==> src/fos_pkg.sv <==
// Constants and carriers for the serial flash OTP, power-down and quad program sequencer.
// Assumes one system clock far faster than the serial link clock.
// Notes on behaviour
// - Quad program needs write enable latch and quad enable
// - Quad program address and data on four lines
// - Protected page program is refused
// - Three-byte addressing default; four-byte mode extends
// - Quad program accepted only in single-line mode
// - Opcodes: eight SPI clocks or two QUAD_COMMAND_MODE clocks
// - Power-down only if deselect after eighth bit
// - Entry delay before low-power state
// - In power-down only release, signature, reset accepted
// - Software reset ends power-down; start in standby
// - OTP enter redirects read and program to OTP
// - Locked OTP accepts only read-type commands; the sequencer refuses only quad program there
// - OTP exit returns to main array
// - Security read works anytime outside power-down, repeats continuously
// - Security write: write enable, byte boundary, bit1 only
// - Lock-down bit once set never changes
// - Erase fail flag bit6 reflects last erase
// - Program fail flag bit5 reflects last program
// - Erase suspended flag bit3 set/cleared, default zero
// - Program suspended flag bit2 set/cleared, default zero
// - Bit0 factory lock; bits 7 and 4 reserved
// - Page program keeps last 256 bytes, wraps page
// - Program cycle starts at deselect; busy, then clear
package fos_pkg;
  localparam logic [7:0] OP_QUAD_PP = 8'h38;
  localparam logic [7:0] OP_QUAD_PP4B = 8'h3E;
  localparam logic [7:0] OP_WRITE_ENABLE_CMD = 8'h06;
  localparam logic [7:0] OP_DEEP_PD = 8'hB9;
  localparam logic [7:0] OP_RELEASE_PD = 8'hAB;
  localparam logic [7:0] OP_RST_EN = 8'h66;
  localparam logic [7:0] OP_RST = 8'h99;
  localparam logic [7:0] OP_ENTER_OTP = 8'hB1;
  localparam logic [7:0] OP_EXIT_OTP = 8'hC1;
  localparam logic [7:0] OP_READ_SEC = 8'h2B;
  localparam logic [7:0] OP_WRITE_SEC = 8'h2F;
  localparam int BIT_FACTORY = 0;
  localparam int BIT_LOCK = 1;
  localparam int BIT_PSUSP = 2;
  localparam int BIT_ESUSP = 3;
  localparam int BIT_PFAIL = 5;
  localparam int BIT_EFAIL = 6;
  localparam logic [7:0] SEC_RESET = 8'h00;
  localparam int CLK_PERIOD_NS = 4;
  localparam int PD_ENTRY_NS = 10000;
  localparam int PD_ENTRY_CYC = PD_ENTRY_NS / CLK_PERIOD_NS;
  localparam int PROG_CYCLE_NS = 1500000;
  localparam int PROG_CYCLE_CYC = PROG_CYCLE_NS / CLK_PERIOD_NS;
  localparam int PAGE_BYTES = 256;
  localparam int OTP_BYTES = 512;

  typedef struct packed {
    logic [3:0] ioIn;
    logic sclk;
    logic csN;
  } fos_link_s;

  typedef struct packed {
    logic eraseDone;
    logic eraseFail;
    logic eraseSuspend;
    logic eraseResume;
    logic progSuspend;
    logic progResume;
  } fos_core_evt_s;

  typedef enum logic [6:0] {
    ST_IDLE = 7'h01,
    ST_OPCODE = 7'h02,
    ST_ADDR = 7'h04,
    ST_DATA = 7'h08,
    ST_READOUT = 7'h10,
    ST_SWALLOW = 7'h20,
    ST_DONE = 7'h40
  } fos_frame_e;
endpackage

==> src/fos_link_sync.sv <==
// Two-stage synchroniser and edge finder for the serial link pins.
// Assumes link clock well below sys_clk / 4.
`timescale 1ns/1ps
`default_nettype none
module fos_link_sync (
  // Clock and reset
  input wire logic sys_clk,
  input wire logic nrst,
  // Raw pins
  input wire fos_pkg::fos_link_s pinIn,
  // Synchronised view
  output fos_pkg::fos_link_s linkSync,
  output logic sclkRise,
  output logic sclkFall,
  output logic csRise,
  output logic csFall
);
  fos_pkg::fos_link_s stage1;
  fos_pkg::fos_link_s stage2;
  fos_pkg::fos_link_s stage3;

  always_ff @(posedge sys_clk or negedge nrst) begin
    if (!nrst) begin
      stage1 <= '{ioIn: 4'h0, sclk: 1'b0, csN: 1'b1};
      stage2 <= '{ioIn: 4'h0, sclk: 1'b0, csN: 1'b1};
      stage3 <= '{ioIn: 4'h0, sclk: 1'b0, csN: 1'b1};
    end else begin
      stage1 <= pinIn;
      stage2 <= stage1;
      stage3 <= stage2;
    end
  end

  assign linkSync = stage2;
  assign sclkRise = stage2.sclk & ~stage3.sclk;
  assign sclkFall = ~stage2.sclk & stage3.sclk;
  assign csRise = stage2.csN & ~stage3.csN;
  assign csFall = ~stage2.csN & stage3.csN;
endmodule
`default_nettype wire

==> src/fos_sequencer.sv <==
// Command sequencer for quad program, deep power-down, OTP mode and security register.
// Assumes host drives mode 0 SPI; the array core reports erase and suspend events.
`timescale 1ns/1ps
`default_nettype none
module fos_sequencer #(
  parameter int PD_ENTRY_CYCLES = fos_pkg::PD_ENTRY_CYC,
  parameter int PROG_CYCLES = fos_pkg::PROG_CYCLE_CYC
) (
  // Clock and reset
  input wire logic sys_clk,
  input wire logic nrst,
  // Serial link pins
  input wire logic csN,
  input wire logic sclk,
  input wire logic [3:0] ioIn,
  output logic [3:0] ioOut,
  output logic [3:0] ioOeN,
  // Configuration and events from elsewhere in the device
  input wire logic quadEnable,
  input wire logic quadCmdMode,
  input wire logic fourByteMode,
  input wire logic [7:0] extAddrReg,
  input wire logic [3:0] blockProtect,
  input wire logic factoryLock,
  input wire logic lockNvIn,
  input wire logic writeEnableSet,
  input wire fos_pkg::fos_core_evt_s coreEvt,
  // State to the rest of the device
  output logic writeEnableLatch,
  output logic writeInProgress,
  output logic deepPowerDown,
  output logic otpMode,
  output logic [7:0] securityStatus,
  output logic progStart,
  output logic [31:0] progAddr,
  output logic progProtected
);
  fos_pkg::fos_link_s pinIn;
  fos_pkg::fos_link_s link;
  logic sclkRise;
  logic sclkFall;
  logic csRise;
  logic csFall;

  assign pinIn = '{ioIn: ioIn, sclk: sclk, csN: csN};

  fos_link_sync u_sync (
    .sys_clk(sys_clk),
    .nrst(nrst),
    .pinIn(pinIn),
    .linkSync(link),
    .sclkRise(sclkRise),
    .sclkFall(sclkFall),
    .csRise(csRise),
    .csFall(csFall)
  );

  fos_pkg::fos_frame_e state;
  logic [7:0] opcode;
  logic [7:0] shiftIn;
  logic [5:0] bitCnt;
  logic [31:0] addr;
  logic [7:0] byteIdx;
  logic [8:0] byteCount;
  logic [7:0] pageBuf [0:fos_pkg::PAGE_BYTES-1];
  logic [7:0] otpMem [0:fos_pkg::OTP_BYTES-1];
  logic [7:0] outShift;
  logic readActive;
  logic resetArmed;
  logic pdPending;
  logic [31:0] pdCnt;
  logic [31:0] progCnt;
  logic progIsOtp;
  logic lockBit;
  logic lockCaught;
  logic progFail;
  logic eraseFail;
  logic progSusp;
  logic eraseSusp;
  logic [2:0] nibStep;
  logic [5:0] addrBits;

  // Bits per clock: four in quad command mode, else one
  function automatic logic [2:0] stepOf(input logic quad);
    stepOf = quad ? 3'h4 : 3'h1;
  endfunction

  // Page lies inside the protected region (top-down, count from BP value)
  function automatic logic isProtected(input logic [31:0] a, input logic [3:0] bp);
    logic [31:0] top;
    top = 32'h0;
    if (bp != 4'h0) begin
      top = 32'h01FF_FFFF - ((32'h0000_FFFF + 32'h1) << (bp - 4'h1)) + 32'h1;
    end
    isProtected = (bp == 4'hF) || ((bp != 4'h0) && (a[24:0] >= top[24:0]));
  endfunction

  assign nibStep = (state == fos_pkg::ST_OPCODE) ? stepOf(quadCmdMode) : 3'h4;
  assign addrBits = fourByteMode ? 6'd32 : 6'd24;

  logic [7:0] nextShift;
  always_comb begin
    nextShift = (nibStep == 3'h4) ? {shiftIn[3:0], link.ioIn} : {shiftIn[6:0], link.ioIn[0]};
  end

  logic wantsQuad;
  logic cmdAllowed;
  always_comb begin
    wantsQuad = (nextShift == fos_pkg::OP_QUAD_PP) || (nextShift == fos_pkg::OP_QUAD_PP4B);
    cmdAllowed = 1'b1;
    if (deepPowerDown || pdPending) begin
      cmdAllowed = (nextShift == fos_pkg::OP_RELEASE_PD) || (nextShift == fos_pkg::OP_RST_EN) ||
                   (nextShift == fos_pkg::OP_RST);
    end
    if (wantsQuad) begin
      cmdAllowed = cmdAllowed && !quadCmdMode && writeEnableLatch && quadEnable
                   && !writeInProgress && !(otpMode && lockBit);
    end
  end

  // Frame sequencing
  always_ff @(posedge sys_clk or negedge nrst) begin
    if (!nrst) begin
      state <= fos_pkg::ST_IDLE;
      opcode <= 8'h00;
      shiftIn <= 8'h00;
      bitCnt <= 6'd0;
      addr <= 32'h0;
      byteIdx <= 8'h00;
      byteCount <= 9'd0;
    end else if (link.csN) begin
      state <= fos_pkg::ST_IDLE;
    end else if (csFall) begin
      state <= fos_pkg::ST_OPCODE;
      bitCnt <= 6'd0;
      byteCount <= 9'd0;
      addr <= 32'h0;
    end else if (sclkRise) begin
      shiftIn <= nextShift;
      bitCnt <= bitCnt + 6'(nibStep);
      unique case (state)
        fos_pkg::ST_OPCODE: begin
          if (bitCnt + 6'(nibStep) == 6'd8) begin
            opcode <= nextShift;
            bitCnt <= 6'd0;
            if (!cmdAllowed) begin
              state <= fos_pkg::ST_SWALLOW;
            end else if (wantsQuad) begin
              state <= fos_pkg::ST_ADDR;
            end else if (nextShift == fos_pkg::OP_READ_SEC) begin
              state <= fos_pkg::ST_READOUT;
            end else begin
              state <= fos_pkg::ST_DONE;
            end
          end
        end
        fos_pkg::ST_ADDR: begin
          addr <= {addr[27:0], link.ioIn};
          if (bitCnt + 6'd4 == ((opcode == fos_pkg::OP_QUAD_PP4B) ? 6'd32 : addrBits)) begin
            state <= fos_pkg::ST_DATA;
            bitCnt <= 6'd0;
            byteIdx <= addr[3:0] == 4'h0 ? {addr[3:0], link.ioIn} : {addr[3:0], link.ioIn};
          end
        end
        fos_pkg::ST_DATA: begin
          if (bitCnt + 6'd4 == 6'd8) begin
            bitCnt <= 6'd0;
            byteIdx <= byteIdx + 8'h01;
            if (byteCount != 9'(fos_pkg::PAGE_BYTES)) begin
              byteCount <= byteCount + 9'd1;
            end
          end
        end
        fos_pkg::ST_DONE: begin
          state <= fos_pkg::ST_SWALLOW;
        end
        fos_pkg::ST_READOUT: begin
          bitCnt <= 6'd0;
        end
        fos_pkg::ST_SWALLOW: begin
          bitCnt <= 6'd0;
        end
        default: begin
          state <= fos_pkg::ST_IDLE;
        end
      endcase
    end
  end

  // Page buffer keeps the last bytes; wrap within the page
  always_ff @(posedge sys_clk) begin
    if (!link.csN && sclkRise && state == fos_pkg::ST_DATA && bitCnt + 6'd4 == 6'd8) begin
      pageBuf[byteIdx] <= nextShift;
    end
  end

  // Frame end decode: exact opcode boundary for single-byte commands
  logic frameOpEnd;
  logic frameProgEnd;
  assign frameOpEnd = csRise && (state == fos_pkg::ST_DONE || state == fos_pkg::ST_SWALLOW) &&
                      bitCnt == 6'd0 && state != fos_pkg::ST_SWALLOW;
  assign frameProgEnd = csRise && state == fos_pkg::ST_DATA && bitCnt == 6'd0 && byteCount != 9'd0;

  // Write enable latch and busy cycle
  always_ff @(posedge sys_clk or negedge nrst) begin
    if (!nrst) begin
      writeEnableLatch <= 1'b0;
      writeInProgress <= 1'b0;
      progCnt <= 32'h0;
      progStart <= 1'b0;
      progAddr <= 32'h0;
      progProtected <= 1'b0;
      progIsOtp <= 1'b0;
    end else begin
      progStart <= 1'b0;
      if (frameOpEnd && opcode == fos_pkg::OP_WRITE_ENABLE_CMD) begin
        writeEnableLatch <= 1'b1;
      end else if (writeEnableSet) begin
        writeEnableLatch <= 1'b1;
      end
      if (frameProgEnd) begin
        writeInProgress <= !(!otpMode && isProtected(addr, blockProtect));
        progCnt <= 32'(PROG_CYCLES);
        progStart <= 1'b1;
        progAddr <= otpMode ? {23'h0, addr[8:0]} :
                    (opcode == fos_pkg::OP_QUAD_PP && !fourByteMode) ? {extAddrReg, addr[23:0]} : addr;
        progIsOtp <= otpMode;
        progProtected <= !otpMode && isProtected(addr, blockProtect);
      end else if (writeInProgress) begin
        if (progCnt <= 32'h1) begin
          writeInProgress <= 1'b0;
          writeEnableLatch <= 1'b0;
        end else begin
          progCnt <= progCnt - 32'h1;
        end
      end
      if (frameOpEnd && opcode == fos_pkg::OP_WRITE_SEC) begin
        writeEnableLatch <= 1'b0;
      end
    end
  end

  // OTP contents updated after an unprotected program while in OTP mode
  integer i;
  always_ff @(posedge sys_clk) begin
    if (writeInProgress && progCnt <= 32'h1 && progIsOtp && !lockBit && !factoryLock) begin
      for (i = 0; i < fos_pkg::PAGE_BYTES; i = i + 1) begin
        otpMem[{progAddr[8], 8'(i)}] <= otpMem[{progAddr[8], 8'(i)}] & pageBuf[i];
      end
    end
  end

  // Deep power-down, reset enable and OTP mode
  always_ff @(posedge sys_clk or negedge nrst) begin
    if (!nrst) begin
      deepPowerDown <= 1'b0;
      pdPending <= 1'b0;
      pdCnt <= 32'h0;
      resetArmed <= 1'b0;
      otpMode <= 1'b0;
    end else if (frameOpEnd) begin
      resetArmed <= (opcode == fos_pkg::OP_RST_EN);
      if (opcode == fos_pkg::OP_DEEP_PD && !deepPowerDown) begin
        pdPending <= 1'b1;
        pdCnt <= 32'(PD_ENTRY_CYCLES);
      end
      if (opcode == fos_pkg::OP_RELEASE_PD || (opcode == fos_pkg::OP_RST && resetArmed)) begin
        deepPowerDown <= 1'b0;
        pdPending <= 1'b0;
      end
      if (opcode == fos_pkg::OP_RST && resetArmed) begin
        otpMode <= 1'b0;
      end
      if (opcode == fos_pkg::OP_ENTER_OTP) begin
        otpMode <= 1'b1;
      end
      if (opcode == fos_pkg::OP_EXIT_OTP) begin
        otpMode <= 1'b0;
      end
    end else if (pdPending) begin
      if (pdCnt <= 32'h1) begin
        pdPending <= 1'b0;
        deepPowerDown <= 1'b1;
      end else begin
        pdCnt <= pdCnt - 32'h1;
      end
    end
  end

  // Security status flags; hardware set wins on coincident events
  always_ff @(posedge sys_clk or negedge nrst) begin
    if (!nrst) begin
      progFail <= 1'b0;
      eraseFail <= 1'b0;
      progSusp <= 1'b0;
      eraseSusp <= 1'b0;
      lockBit <= 1'b0;
      lockCaught <= 1'b0;
    end else begin
      if (!lockCaught) begin
        lockCaught <= 1'b1;
        lockBit <= lockNvIn;
      end else if (frameOpEnd && opcode == fos_pkg::OP_WRITE_SEC && writeEnableLatch) begin
        lockBit <= 1'b1;
      end
      if (progStart && progProtected) begin
        progFail <= 1'b1;
      end else if (writeInProgress && progCnt <= 32'h1) begin
        progFail <= progIsOtp && (lockBit || factoryLock);
      end
      if (coreEvt.eraseDone) begin
        eraseFail <= coreEvt.eraseFail;
      end
      if (coreEvt.progSuspend) begin
        progSusp <= 1'b1;
      end else if (coreEvt.progResume) begin
        progSusp <= 1'b0;
      end
      if (coreEvt.eraseSuspend) begin
        eraseSusp <= 1'b1;
      end else if (coreEvt.eraseResume) begin
        eraseSusp <= 1'b0;
      end
    end
  end

  always_comb begin
    securityStatus = fos_pkg::SEC_RESET;
    securityStatus[fos_pkg::BIT_FACTORY] = factoryLock;
    securityStatus[fos_pkg::BIT_LOCK] = lockBit;
    securityStatus[fos_pkg::BIT_PSUSP] = progSusp;
    securityStatus[fos_pkg::BIT_ESUSP] = eraseSusp;
    securityStatus[fos_pkg::BIT_PFAIL] = progFail;
    securityStatus[fos_pkg::BIT_EFAIL] = eraseFail;
  end

  // Security register readout, reloaded every byte, shifted on falling edges
  logic [2:0] outBit;
  always_ff @(posedge sys_clk or negedge nrst) begin
    if (!nrst) begin
      outShift <= 8'h00;
      outBit <= 3'd0;
      readActive <= 1'b0;
    end else if (link.csN) begin
      readActive <= 1'b0;
    end else if (sclkFall && state == fos_pkg::ST_READOUT) begin
      if (!readActive || outBit == (quadCmdMode ? 3'd1 : 3'd7)) begin
        outShift <= securityStatus;
        outBit <= 3'd0;
        readActive <= 1'b1;
      end else begin
        outShift <= quadCmdMode ? {outShift[3:0], 4'h0} : {outShift[6:0], 1'b0};
        outBit <= outBit + 3'd1;
      end
    end
  end

  always_ff @(posedge sys_clk or negedge nrst) begin
    if (!nrst) begin
      ioOut <= 4'h0;
      ioOeN <= 4'hF;
    end else if (readActive && !link.csN) begin
      ioOut <= quadCmdMode ? outShift[7:4] : {2'b00, outShift[7], 1'b0};
      ioOeN <= quadCmdMode ? 4'h0 : 4'hD;
    end else begin
      ioOut <= 4'h0;
      ioOeN <= 4'hF;
    end
  end
endmodule
`default_nettype wire

==> config.mk <==
export PLATFORM = sky130hd
export DESIGN_NAME = fos_sequencer
export DESIGN_NICKNAME = d
export VERILOG_FILES = /design/src/fos_pkg.sv /design/src/fos_link_sync.sv /design/src/fos_sequencer.sv
export SDC_FILE = /design/constraint.sdc
export NUM_CORES = 1
export LEC_CHECK = 0
export BUFFER_PORTS_ARGS = -buffer_cell sky130_fd_sc_hd__buf_2
export CAP_MARGIN = 20
export CORE_MARGIN = 3
export CORE_UTILIZATION = 50
export CTS_CLUSTER_SIZE = 20
export DETAILED_ROUTE_END_ITERATION = 8
export GPL_ROUTABILITY_DRIVEN = 1
export MAX_ROUTING_LAYER = met4
export PLACE_DENSITY = 0.68
export SYNTH_ARGS = -nofsm -noshare
export SYNTH_HDL_FRONTEND = slang
export SYNTH_HIERARCHICAL = 1
export SYNTH_SLANG_ARGS = --single-unit
==> constraint.sdc <==
create_clock -name sys_clk -period 7.5 [get_ports sys_clk]
set_clock_uncertainty 0.1 [all_clocks]
set_input_delay 0.75 -clock sys_clk [delete_from_list [all_inputs] [get_ports sys_clk]]
set_output_delay 0.75 -clock sys_clk [all_outputs]
set_load 0.03 [all_outputs]
==> results of run 1 <==
## state kept, by name, summed over array words and instances, names as in the netlist, 2 cells and up
signal / count
addr: 32
outShift: 8
ioOeN: 2
progAddr: 32
state: 7
ioOut: 4
u_sync/stage3: 2
progCnt: 32
u_sync/linkSync: 6
byteCount: 9
opcode: 8
u_sync/stage1: 6
outBit: 3
bitCnt: 6
pdCnt: 32
shiftIn: 7
## worst max path at each step
stage	cells past startpoint	endpoint	from	slack, ns
CTS	10	state[2]	state[6]	3.47
floorplan	12	state[2]	quadCmdMode	3.66
global route	10	state[2]	state[6]	3.24
detailed placement	11	state[2]	quadCmdMode	3.25
finish	10	state[2]	state[6]	3.45
global placement	11	state[2]	quadCmdMode	3.30
## cell families (layout without fill, tap and decap cells)
| family | count (synthesis) | count (layout) |
|---|---|---|
| multiplexers | 56 | 56 |
| flip-flops | 212 | 212 |
| XOR/XNOR | 27 | 27 |
| other | 2 | 5 |
| AO/OA/AOI/OAI | 184 | 184 |
| adder cells (fa/ha/maj) | 23 | 23 |
| AND/OR/NAND/NOR | 586 | 586 |
| buffers and inverters | 93 | 158 |
## synth_stat cells (all sizes together), types with 7 or more instances
cell type and count:
nand4 15, nor4b 8, mux2i 51, or4 16, o21ai 69, nor3b 12
buf 16, nor3 29, dfrtp 206, ha 23, and4 7, xor2 17
or3 18, inv 23, and3 9, a21oi 34, a21o 11, nand3 63
xnor2 10, and2 9, nand3b 22, clkbuf 53, nor2 73, o211ai 15
nor4 20, nand2b 17, nand2 240
## worst max-delay path, cell delays in order, from the launching register on
cell and delay [ns]:
dfrtp_1 0.47, or4b_2 0.74, or2_1 0.31, inv_2 0.24
ha_1 0.23, ha_1 0.24, or4_1 0.54, nor3b_1 0.24
nand2b_1 0.16, nand4_1 0.28, mux2_2 0.37
## routing by layer
layer / track usage (%) / up-vias
met5: - / -
met3: 2.96 / 37
met1: 29.8 / 4266
li1: - / 4279
met2: 31.6 / 177
met4: 6.06 / 0
## metrics by stage
stage | cell area (µm²) | utilization (%) | hold WS, ns | power, µW
CTS | 12300 | 57.8 | 0.157 | 2630
floorplan | 10900 | - | 0.231 | 1350
detailed placement | 11400 | 53.9 | 0.235 | 1420
global route | 12300 | 57.9 | 0.181 | 2700
global placement | 11400 | 53.9 | 0.232 | 1410
finish | 12300 | 57.9 | 0.139 | 2600
## power by group
part | total [µW] | internal (µW) | switching, µW
Sequential | 1230 | 1180 | 46.9
Combinational | 171 | 65.4 | 105
Clock | 1200 | 738 | 463
Total | 2600 | 1980 | 615
## cell type report
class / count / area (µm²)
antenna: 2 / 5.00
clock buffer: 38 / 734
clock inverter: 6 / 82.6
fill: 1910 / 8930
inverter: 24 / 90.1
multi-input combinational: 879 / 5230
sequential: 212 / 5310
tap: 275 / 344
timing repair buffer: 90 / 490
==> results.md, run 1 <==
* Worst r2r src: state[6]
* Unrepaired setup endpoints after global routing: no
* Routed Antenna Nets at 0
* Setup bufs post-CTS at 0
* Synth Area in Adders at 2.63%
* Clock Latency Late Sink at 0.52 ns
* Critical path fanouts, max at 11
* Vias at 8,759
* I/O Buffers at 83
* Max Cap Violations at 0
* Fmax at 247 MHz
* Antenna violations before repair at 1
* Seq/Total Area, Yosys at 48.6%
* WL met2 at 11,100 µm
* Reg2reg path depth at 10
* DRT Pass-1 Iters at 5
* Share of cells above drive strength 1 at 12.5%
* Post-route DRC at 0
* Peak VDD IR at 0.211 mV
* Async SR Flop Fraction at 100%
* Initial Utilization at 51.5%
* Mux contribution to synthesized area at 5.18%
* Post-Synth Simple-Gate Area at 27.1%
* Ys flop type: dfrtp_1
* Ports at 86
* First-pass GRT wire length at 41,100 µm
* Total GRT Usage at 20.9%
* Setup TNS at 0 ns
* Critical path required time at 7.80 ns
* Synth top area share at 47.2%
* Worst Tran Pin Value at 1.08 ns
* Die area at 0.0237 mm²
* Setup Crit Path Kind: reg -> reg
* Synth Register Bits at 212
* Clock sink count at 212
* CP startpoint kind: flip-flop
* Largest cells by area after synthesis: dfrtp_1 (47%), nand2_1 (8.2%), mux2i_1 (4.7%)
* Clock Path Buffers at 3
* Row cnt at 53
* Slew Limit Fails at 0
* Final nets at 1,286
* Post-CTS Resized at 0
* Wirelength, routed at 24,300 µm
* Cell Count, Final, Fillers Out at 1,526
* RePlAce Congestion at 0.862
* Final setup violation count at 0
* Post-CTS Hold Buffers at 0
* Post-synth cell types at 73
* Largest net degree at the start of global routing at 92
* Post-synthesis cell count at 1,183
* Number of synthesized flops with an enable pin at 0
* Power per cell area at 211 mW/mm²
* Root Buffer: clkbuf_16
* Routed wl met3 at 1040 µm
* Reg-to-Reg End: state[2]
* Wire length on met1 at 11,600 µm
* CTS tree: built
* Detailed placement HPWL at 16,300 µm
* Critical path data arrival time at 4.35 ns
* Most frequent cells in the layout: nand2_1 (240), dfrtp_1 (206), buf_2 (82)
* Placed insts at 1,479
* H-tree depth at 1
* Worst-path clk slew at 0.06 ns
* Global route overflow at 0
* Leakage power at 0.00605 µW
* Final WS setup at 3.45 ns
* Largest family of logic cells by synthesized area: simple AND/OR/NAND/NOR gates
* Vias in the first global route at 8,337
* Die H at 154 µm
* Post-synthesis xor/xnor area fraction at 2.16%
* Via-to-Cell Ratio at 5.74
* Post-layout minimum cycle time at 4.05 ns
* R2R setup slack at 3.45 ns
* Commonest non-fill, non-tap cell in the layout: nand2_1
* Leading area contributor after synthesis: dfrtp_1
* Final worst-path cycle share at 54.0%
* Num CTS Buffers at 24
* Syn Area/Cell at 9.24 µm²
* Worst Setup End Kind: flip-flop
* Worst slack, placed at 3.25 ns
* Status: finished clean
* Compound-gate portion of the synthesized area at 10.6%
* Die width at 154 µm
* Top Layer Used: met4
* Final Hold Fails at 0
* Synth Warn # at 6
* Area growth from synthesis to layout at 12.4%
* HP Class: in -> async
* Max-slew headroom at 28.2%
* Core Footprint at 0.0212 mm²
* Post-DR wirelength/cell at 15.9 µm
* Post-Syn Area at 0.0109 mm²
* Initial DRC count at 374
No activity file was read; power rests on OpenSTA's default activity.
==> run 2: changes to the inputs <==
--- a/config.mk
+++ b/config.mk
@@ -5,6 +5,7 @@
 export SDC_FILE = /design/constraint.sdc
 export NUM_CORES = 1
 export LEC_CHECK = 0
+export ABC_AREA = 1
 export BUFFER_PORTS_ARGS = -buffer_cell sky130_fd_sc_hd__buf_2
 export CAP_MARGIN = 20
 export CORE_MARGIN = 3
==> constraint.sdc (replaced) <==
create_clock -name sys_clk -period 4.21 [get_ports sys_clk]
set_clock_uncertainty 0.1 [all_clocks]
set_input_delay 0.421 -clock sys_clk [delete_from_list [all_inputs] [get_ports sys_clk]]
set_output_delay 0.421 -clock sys_clk [all_outputs]
set_load 0.03 [all_outputs]
==> run 2 against run 1 <==
Net effect:
- worst hold slack lost 0.045 ns
- synthesized cell count grew 21%
- area after synthesis grew 3.9%
- final cell count grew 19%
- global-route usage grew 1.8 points
- clock power grew 68%
- fmax grew 28%
- sequential power grew 89%
- non-clock buffer count grew 15
- critical path type unchanged
==> results.md, run 2 <==
* Most frequent cells in the layout: nand2_1 (296), dfrtp_1 (206), nor2_1 (173)
* Synth top area share at 45.4%
* Part of the power in registers at 40.0%
* Global route overflow at 0
* Number of synthesized flops with an enable pin at 0
* Setup Crit Path Kind: reg -> reg
* Setup bufs post-CTS at 0
* HP Class: in -> reg
* Setup TNS at 0 ns
* Async SR Flop Fraction at 100%
* Vias in the first global route at 9,324
* Critical path required time at 4.52 ns
* Final WS setup at 1.04 ns
* Initial DRC count at 720
* H-tree depth at 1
* Final Hold Fails at 0
* Post-DR wirelength/cell at 14.8 µm
* Post-synthesis cell count at 1,429
* Antenna violations before repair at 1
* Post-layout minimum cycle time at 3.17 ns
* Post-CTS Resized at 0
* Clock Latency Late Sink at 0.53 ns
* Synth top cells by count: nand2_1 (296), dfrtp_1 (206), nor2_1 (173), inv_1 (171), o21ai_0 (137)
* Fillers at 2,018
* Flip-flop and latch area at 0.00531 mm²
* Max Cap Violations at 0
* Worst Tran Pin Value at 0.911 ns
* Post-Syn Area at 0.0114 mm²
* Final worst-path cycle share at 75.3%
* Net Sw Frac at 33.7%
* Core Footprint at 0.0221 mm²
* Final setup violation count at 0
* Post-route DRC at 0
* Post-CTS Hold Buffers at 13
* CP startpoint kind: flip-flop
* Die H at 157 µm
* Largest net degree at the start of global routing at 122
* Area growth from synthesis to layout at 13.2%
* Post-DP Area at 0.0120 mm²
* Switching pwr at 1960 µW
* Placed insts at 1,755
* Wirelength, routed at 26,800 µm
* Power per cell area at 452 mW/mm²
* RePlAce Congestion at 0.933
* Multi-input logic area at 0.00512 mm²
* Worst slack, placed at 0.959 ns
* Row cnt at 54
* Critical path fanouts, max at 11
* I/O Buffers at 83
* Routed Antenna Nets at 0
* Share of cells above drive strength 1 at 11.8%
* Most common cell in the netlist: nand2_1
* DRT Pass-1 Iters at 8
* Final nets at 1,569
* CTS tree: built
* Max-slew headroom at 39.3%
* Root Buffer: clkbuf_16
* Num CTS Buffers at 24
* Ys flop type: dfrtp_1
* Peak VDD IR at 0.344 mV
* Logic pwr share at 25.5%
* Worst-path clk slew at 0.07 ns
* Leakage power at 0.00677 µW
* Final instance area at 0.0129 mm²
* Synth Register Bits at 212
* Largest cells by area after synthesis: dfrtp_1 (45%), nand2_1 (9.8%), o21ai_0 (6.0%)
* Syn Area/Cell at 7.95 µm²
* Slew Limit Fails at 0
* Seq/Total Area, Yosys at 46.8%
* Commonest non-fill, non-tap cell in the layout: nand2_1
* Unrepaired setup endpoints after global routing: no
* Detailed placement HPWL at 19,400 µm
* Ports at 86
* Via-to-Cell Ratio at 5.36
* Vias at 9,716
* Status: finished clean
* Leading area contributor after synthesis: dfrtp_1
* Synth Warn # at 6
* Clock Path Buffers at 3
* Total GRT Usage at 22.7%
* Critical path data arrival time at 3.49 ns
* Die area at 0.0246 mm²
* First-pass GRT wire length at 44,900 µm
* Worst Setup End Kind: flip-flop
* Post-synth cell types at 51
* Fmax at 315 MHz
* Cell Count, Final, Fillers Out at 1,813
* Clock sink count at 212
* Internal power at 3860 µW
* Die width at 157 µm
* Clk pwr share at 34.5%
* Initial Utilization at 51.4%
==> run 2: cell types whose count changed after synthesis, moves of 14 or more <==
cell and change:
clkbuf_1 -33, inv_1 +149, mux2i_1 -50, nand2_1 +56
nand2b_1 -17, nand3_1 +44, nand4_1 +15, nor2_1 +100
o21ai_0 +69, o21ai_1 +16, o31ai_1 +15, or3_1 -16
or4_1 -14, xor2_1 +24
==> run 2: critical path, cell delays in order, from the launching register on <==
cell	delay, ns
dfrtp_1	0.43
inv_1	0.13
nand2_1	0.08
nor2_2	0.14
nand3_1	0.31
inv_1	0.15
ha_1	0.19
ha_1	0.19
nand2_1	0.07
a21oi_1	0.16
xor2_1	0.21
nand4_1	0.14
nand2_1	0.11
nand3_1	0.19
nand2_1	0.23
inv_1	0.11
nand2_1	0.06
o21ai_1	0.06
==> run 2: area by class of cell <==
class	instances	share of cell area (%)
multi-input combinational	991	39.8
antenna	1	0.0195
clock buffer	33	5.17
clock inverter	11	0.778
timing repair buffer	105	4.94
tap	280	2.72
sequential	212	41.3
inverter	180	5.25
==> run 2: kinds of logic (layout without fill, tap and decap cells) <==
group,Yosys count,after routing,share of synthesized area [%]
AOI/OAI and AO/OA,235,235,12.0
xor gates and xnor gates,49,49,3.78
adders and majority gates,23,23,2.53
buffers and inverters,227,329,8.25
DFF,212,212,46.8
muxes,1,1,0.0881
other,2,4,0.0661
and+or+nand+nor,680,680,26.5
==> run 2: metal layers <==
metal	part of all wire, %	global-route usage (%)
met1	46	29.9
met2	47	36.5
met3	4.2	2.88
met4	3.2	7.38
met5	0	-
==> run 2: metrics by stage <==
step           power, µW  utilization (%)  hold WS, ns
3_3_place_gp        3800             54.2        0.233
2_1_floorplan       3450                -       0.0254
4_1_cts             5870             58.2       0.0696
6_report            5820             58.2       0.0940
3_5_place_dp        3820             54.2        0.235
5_1_grt             6200             58.2        0.139
==> run 2: power by group through the flow <==
| stage | sequential [µW] | combinational [µW] | clock, µW |
|---|---|---|---|
| after floorplan | 2360 | 1090 | 0 |
| after global placement | 2350 | 1450 | 0 |
| after detailed placement | 2350 | 1470 | 0 |
| after CTS | 2320 | 1480 | 2060 |
| after global routing | 2350 | 1710 | 2140 |
| final | 2320 | 1480 | 2010 |
==> run 2: final timing paths <==
| kind | from | endpoint | slack, ns | cells after the start |
|---|---|---|---|---|
| max in group asynchronous | nrst | progCnt[24] | 2.49 | 3 |
| min in group asynchronous | nrst | pdCnt[25] | 0.48 | 2 |
| setup reg to reg | state[5] | state[2] | 1.04 | 17 |
| setup / recovery | state[5] | state[2] | 1.04 | 17 |
| hold reg to reg | u_sync/stage1[4] | u_sync/linkSync[4] | 0.25 | 0 |
| hold / removal | lockNvIn | lockBit | 0.09 | 3 |
==> run 3: changes to the inputs <==
==> constraint.sdc (replaced) <==
create_clock -name sys_clk -period 3.3 [get_ports sys_clk]
set_clock_uncertainty 0.1 [all_clocks]
set_input_delay 0.33 -clock sys_clk [delete_from_list [all_inputs] [get_ports sys_clk]]
set_output_delay 0.33 -clock sys_clk [all_outputs]
set_load 0.03 [all_outputs]
==> run 3 against run 2 <==
Net effect:
- combinational power rose by 29%
- final cell count is 0.55% higher
- sequential power rose by 28%
- sequential cell count unchanged
- global-route usage increased by 0.21 points
- fmax rose by 7.3%
- non-clock buffer count is 10 higher
- core utilization grew 0.91 points
- critical endpoint is now state[4]
- critical path depth stayed put
- wire length is 0.67% lower
==> results.md, run 3 (synthesis results as in run 2) <==
* H-tree depth at 1
* Area growth from synthesis to layout at 15.0%
* Reg-to-Reg End: state[4]
* Initial Utilization at 51.4%
* Clock sink count at 212
* Total GRT Usage at 22.9%
* Final Hold Fails at 0
* CP startpoint kind: flip-flop
* Ports at 86
* Peak VDD IR at 0.387 mV
* Post-DR wirelength/cell at 14.6 µm
* CTS tree: built
* Worst r2r src: state[5]
* DRT Pass-1 Iters at 6
* Initial DRC count at 604
* Post-route DRC at 0
* Slew Limit Fails at 0
* Max-slew headroom at 56.5%
* Global route overflow at 0
* Worst hold margin at 0.0265 ns
* Commonest non-fill, non-tap cell in the layout: nand2_1
* Worst Tran Pin Value at 0.649 ns
* Critical path data arrival time at 3.28 ns
* Fmax at 338 MHz
* Final instance area at 0.0131 mm²
* Fillers at 2,027
* Leakage power at 0.00687 µW
* Worst Setup End Kind: flip-flop
* Final setup violation count at 0
* Antenna violations before repair at 1
* Setup TNS at 0 ns
* Core Footprint at 0.0221 mm²
* RePlAce Congestion at 0.936
* Status: finished clean
* R2R setup slack at 0.35 ns
* Die area at 0.0246 mm²
* Root Buffer: clkbuf_16
* Num CTS Buffers at 24
* Clock Latency Late Sink at 0.54 ns
* Hold worst-path end: progAddr[25]
* Share of cells above drive strength 1 at 12.6%
* Detailed placement HPWL at 19,400 µm
* Most frequent cells in the layout: nand2_1 (296), dfrtp_1 (206), nor2_1 (173)
* Wirelength, routed at 26,600 µm
* Max Cap Violations at 0
* Die width at 157 µm
* Power per cell area at 589 mW/mm²
* Reg2reg path depth at 17
* Routed Antenna Nets at 0
* Clock Path Buffers at 3
* Setup Crit Path Kind: reg -> reg
* Die H at 157 µm
* Row cnt at 54
* Post-DP Area at 0.0121 mm²
* HP Class: in -> reg
* Unrepaired setup endpoints after global routing: no
* Worst-path clk slew at 0.06 ns
* Hold depth at 3
* I/O Buffers at 83
* Final worst-path cycle share at 89.5%
* Vias in the first global route at 9,381
* Final nets at 1,579
* Post-layout minimum cycle time at 2.95 ns
* Via-to-Cell Ratio at 5.29
* Critical path required time at 3.62 ns
* Critical path fanouts, max at 6
* Largest net degree at the start of global routing at 83
* Hold path start: extAddrReg[1]
* First-pass GRT wire length at 45,700 µm
* Vias at 9,650
==> run 3: changes by cell type in the layout (fill, tap and decap cells not counted), moves of 2 or more <==
| cell | change |
|---|---|
| buf_12 | +2 |
| buf_4 | +7 |
| bufinv_16 | +2 |
| clkbuf_1 | -5 |
| clkbuf_8 | +3 |
==> run 3: timing repair <==
item                      CTS  global route
gates resized for setup     0             0
hold buffers               14             0
hold endpoints to repair   78             0
buffers inserted            0             0
==> run 3: critical path: stages (launching register included) <==
cell	delay [ns]
dfrtp_1	0.42
inv_1	0.13
nand2_1	0.09
nor2_2	0.14
nand3_1	0.15
inv_1	0.08
ha_1	0.15
ha_1	0.18
nand2_1	0.07
a21oi_1	0.17
xor2_1	0.24
nand4_1	0.16
nand2_1	0.10
nand3_1	0.21
nand2_1	0.23
inv_1	0.10
nand2_1	0.07
nand2_1	0.05
==> run 3: routing by layer <==
metal  GRT usage, %  vias up  part of all wire, %
li1               -     4860                    -
met1           31.5     4570                   47
met2           35.8      180                   46
met3           3.95       40                  5.0
met4           4.96        0                  2.0
met5              -        -                    0
==> run 3: how the worst max path moves through the flow <==
stage          slack, ns            start       endpoint
2_1_floorplan       0.70  blockProtect[3]  progProtected
6_report            0.35         state[5]       state[4]
4_1_cts             0.40         state[5]       state[4]
3_3_place_gp        0.45  blockProtect[0]  progProtected
5_1_grt             0.02         state[5]       state[4]
3_5_place_dp        0.35  blockProtect[0]  progProtected
==> run 3: per-stage QoR <==
| step | std cells | util, % | worst slack (ns) | total power [µW] |
|---|---|---|---|---|
| global placement | 1764 | 54.6 | 0.450 | 4870 |
| detailed placement | 1764 | 54.6 | 0.350 | 4890 |
| CTS | 1822 | 59.1 | 0.401 | 7760 |
| floorplan | 1430 | - | 0.696 | 4400 |
| finish | 1823 | 59.1 | 0.346 | 7700 |
| global route | 1823 | 59.1 | 0.0165 | 8160 |
==> run 3: power breakdown <==
part           internal (µW)  total (µW)  switching [µW]  leakage, µW
clock                   1720        2830            1110     0.000418
sequential              2800        2960             164      0.00274
combinational            638        1910            1270      0.00370
==> run 3: area by class of cell <==
type	count	area [µm²]	share of cell area (%)
Antenna cell	1	2.50	0.0192
Clock buffer	31	687	5.26
Clock inverter	13	176	1.35
Multi-Input combinational cell	991	5120	39.2
Tap cell	280	350	2.68
Inverter	180	676	5.17
Timing Repair Buffer	115	738	5.65
Sequential cell	212	5310	40.7
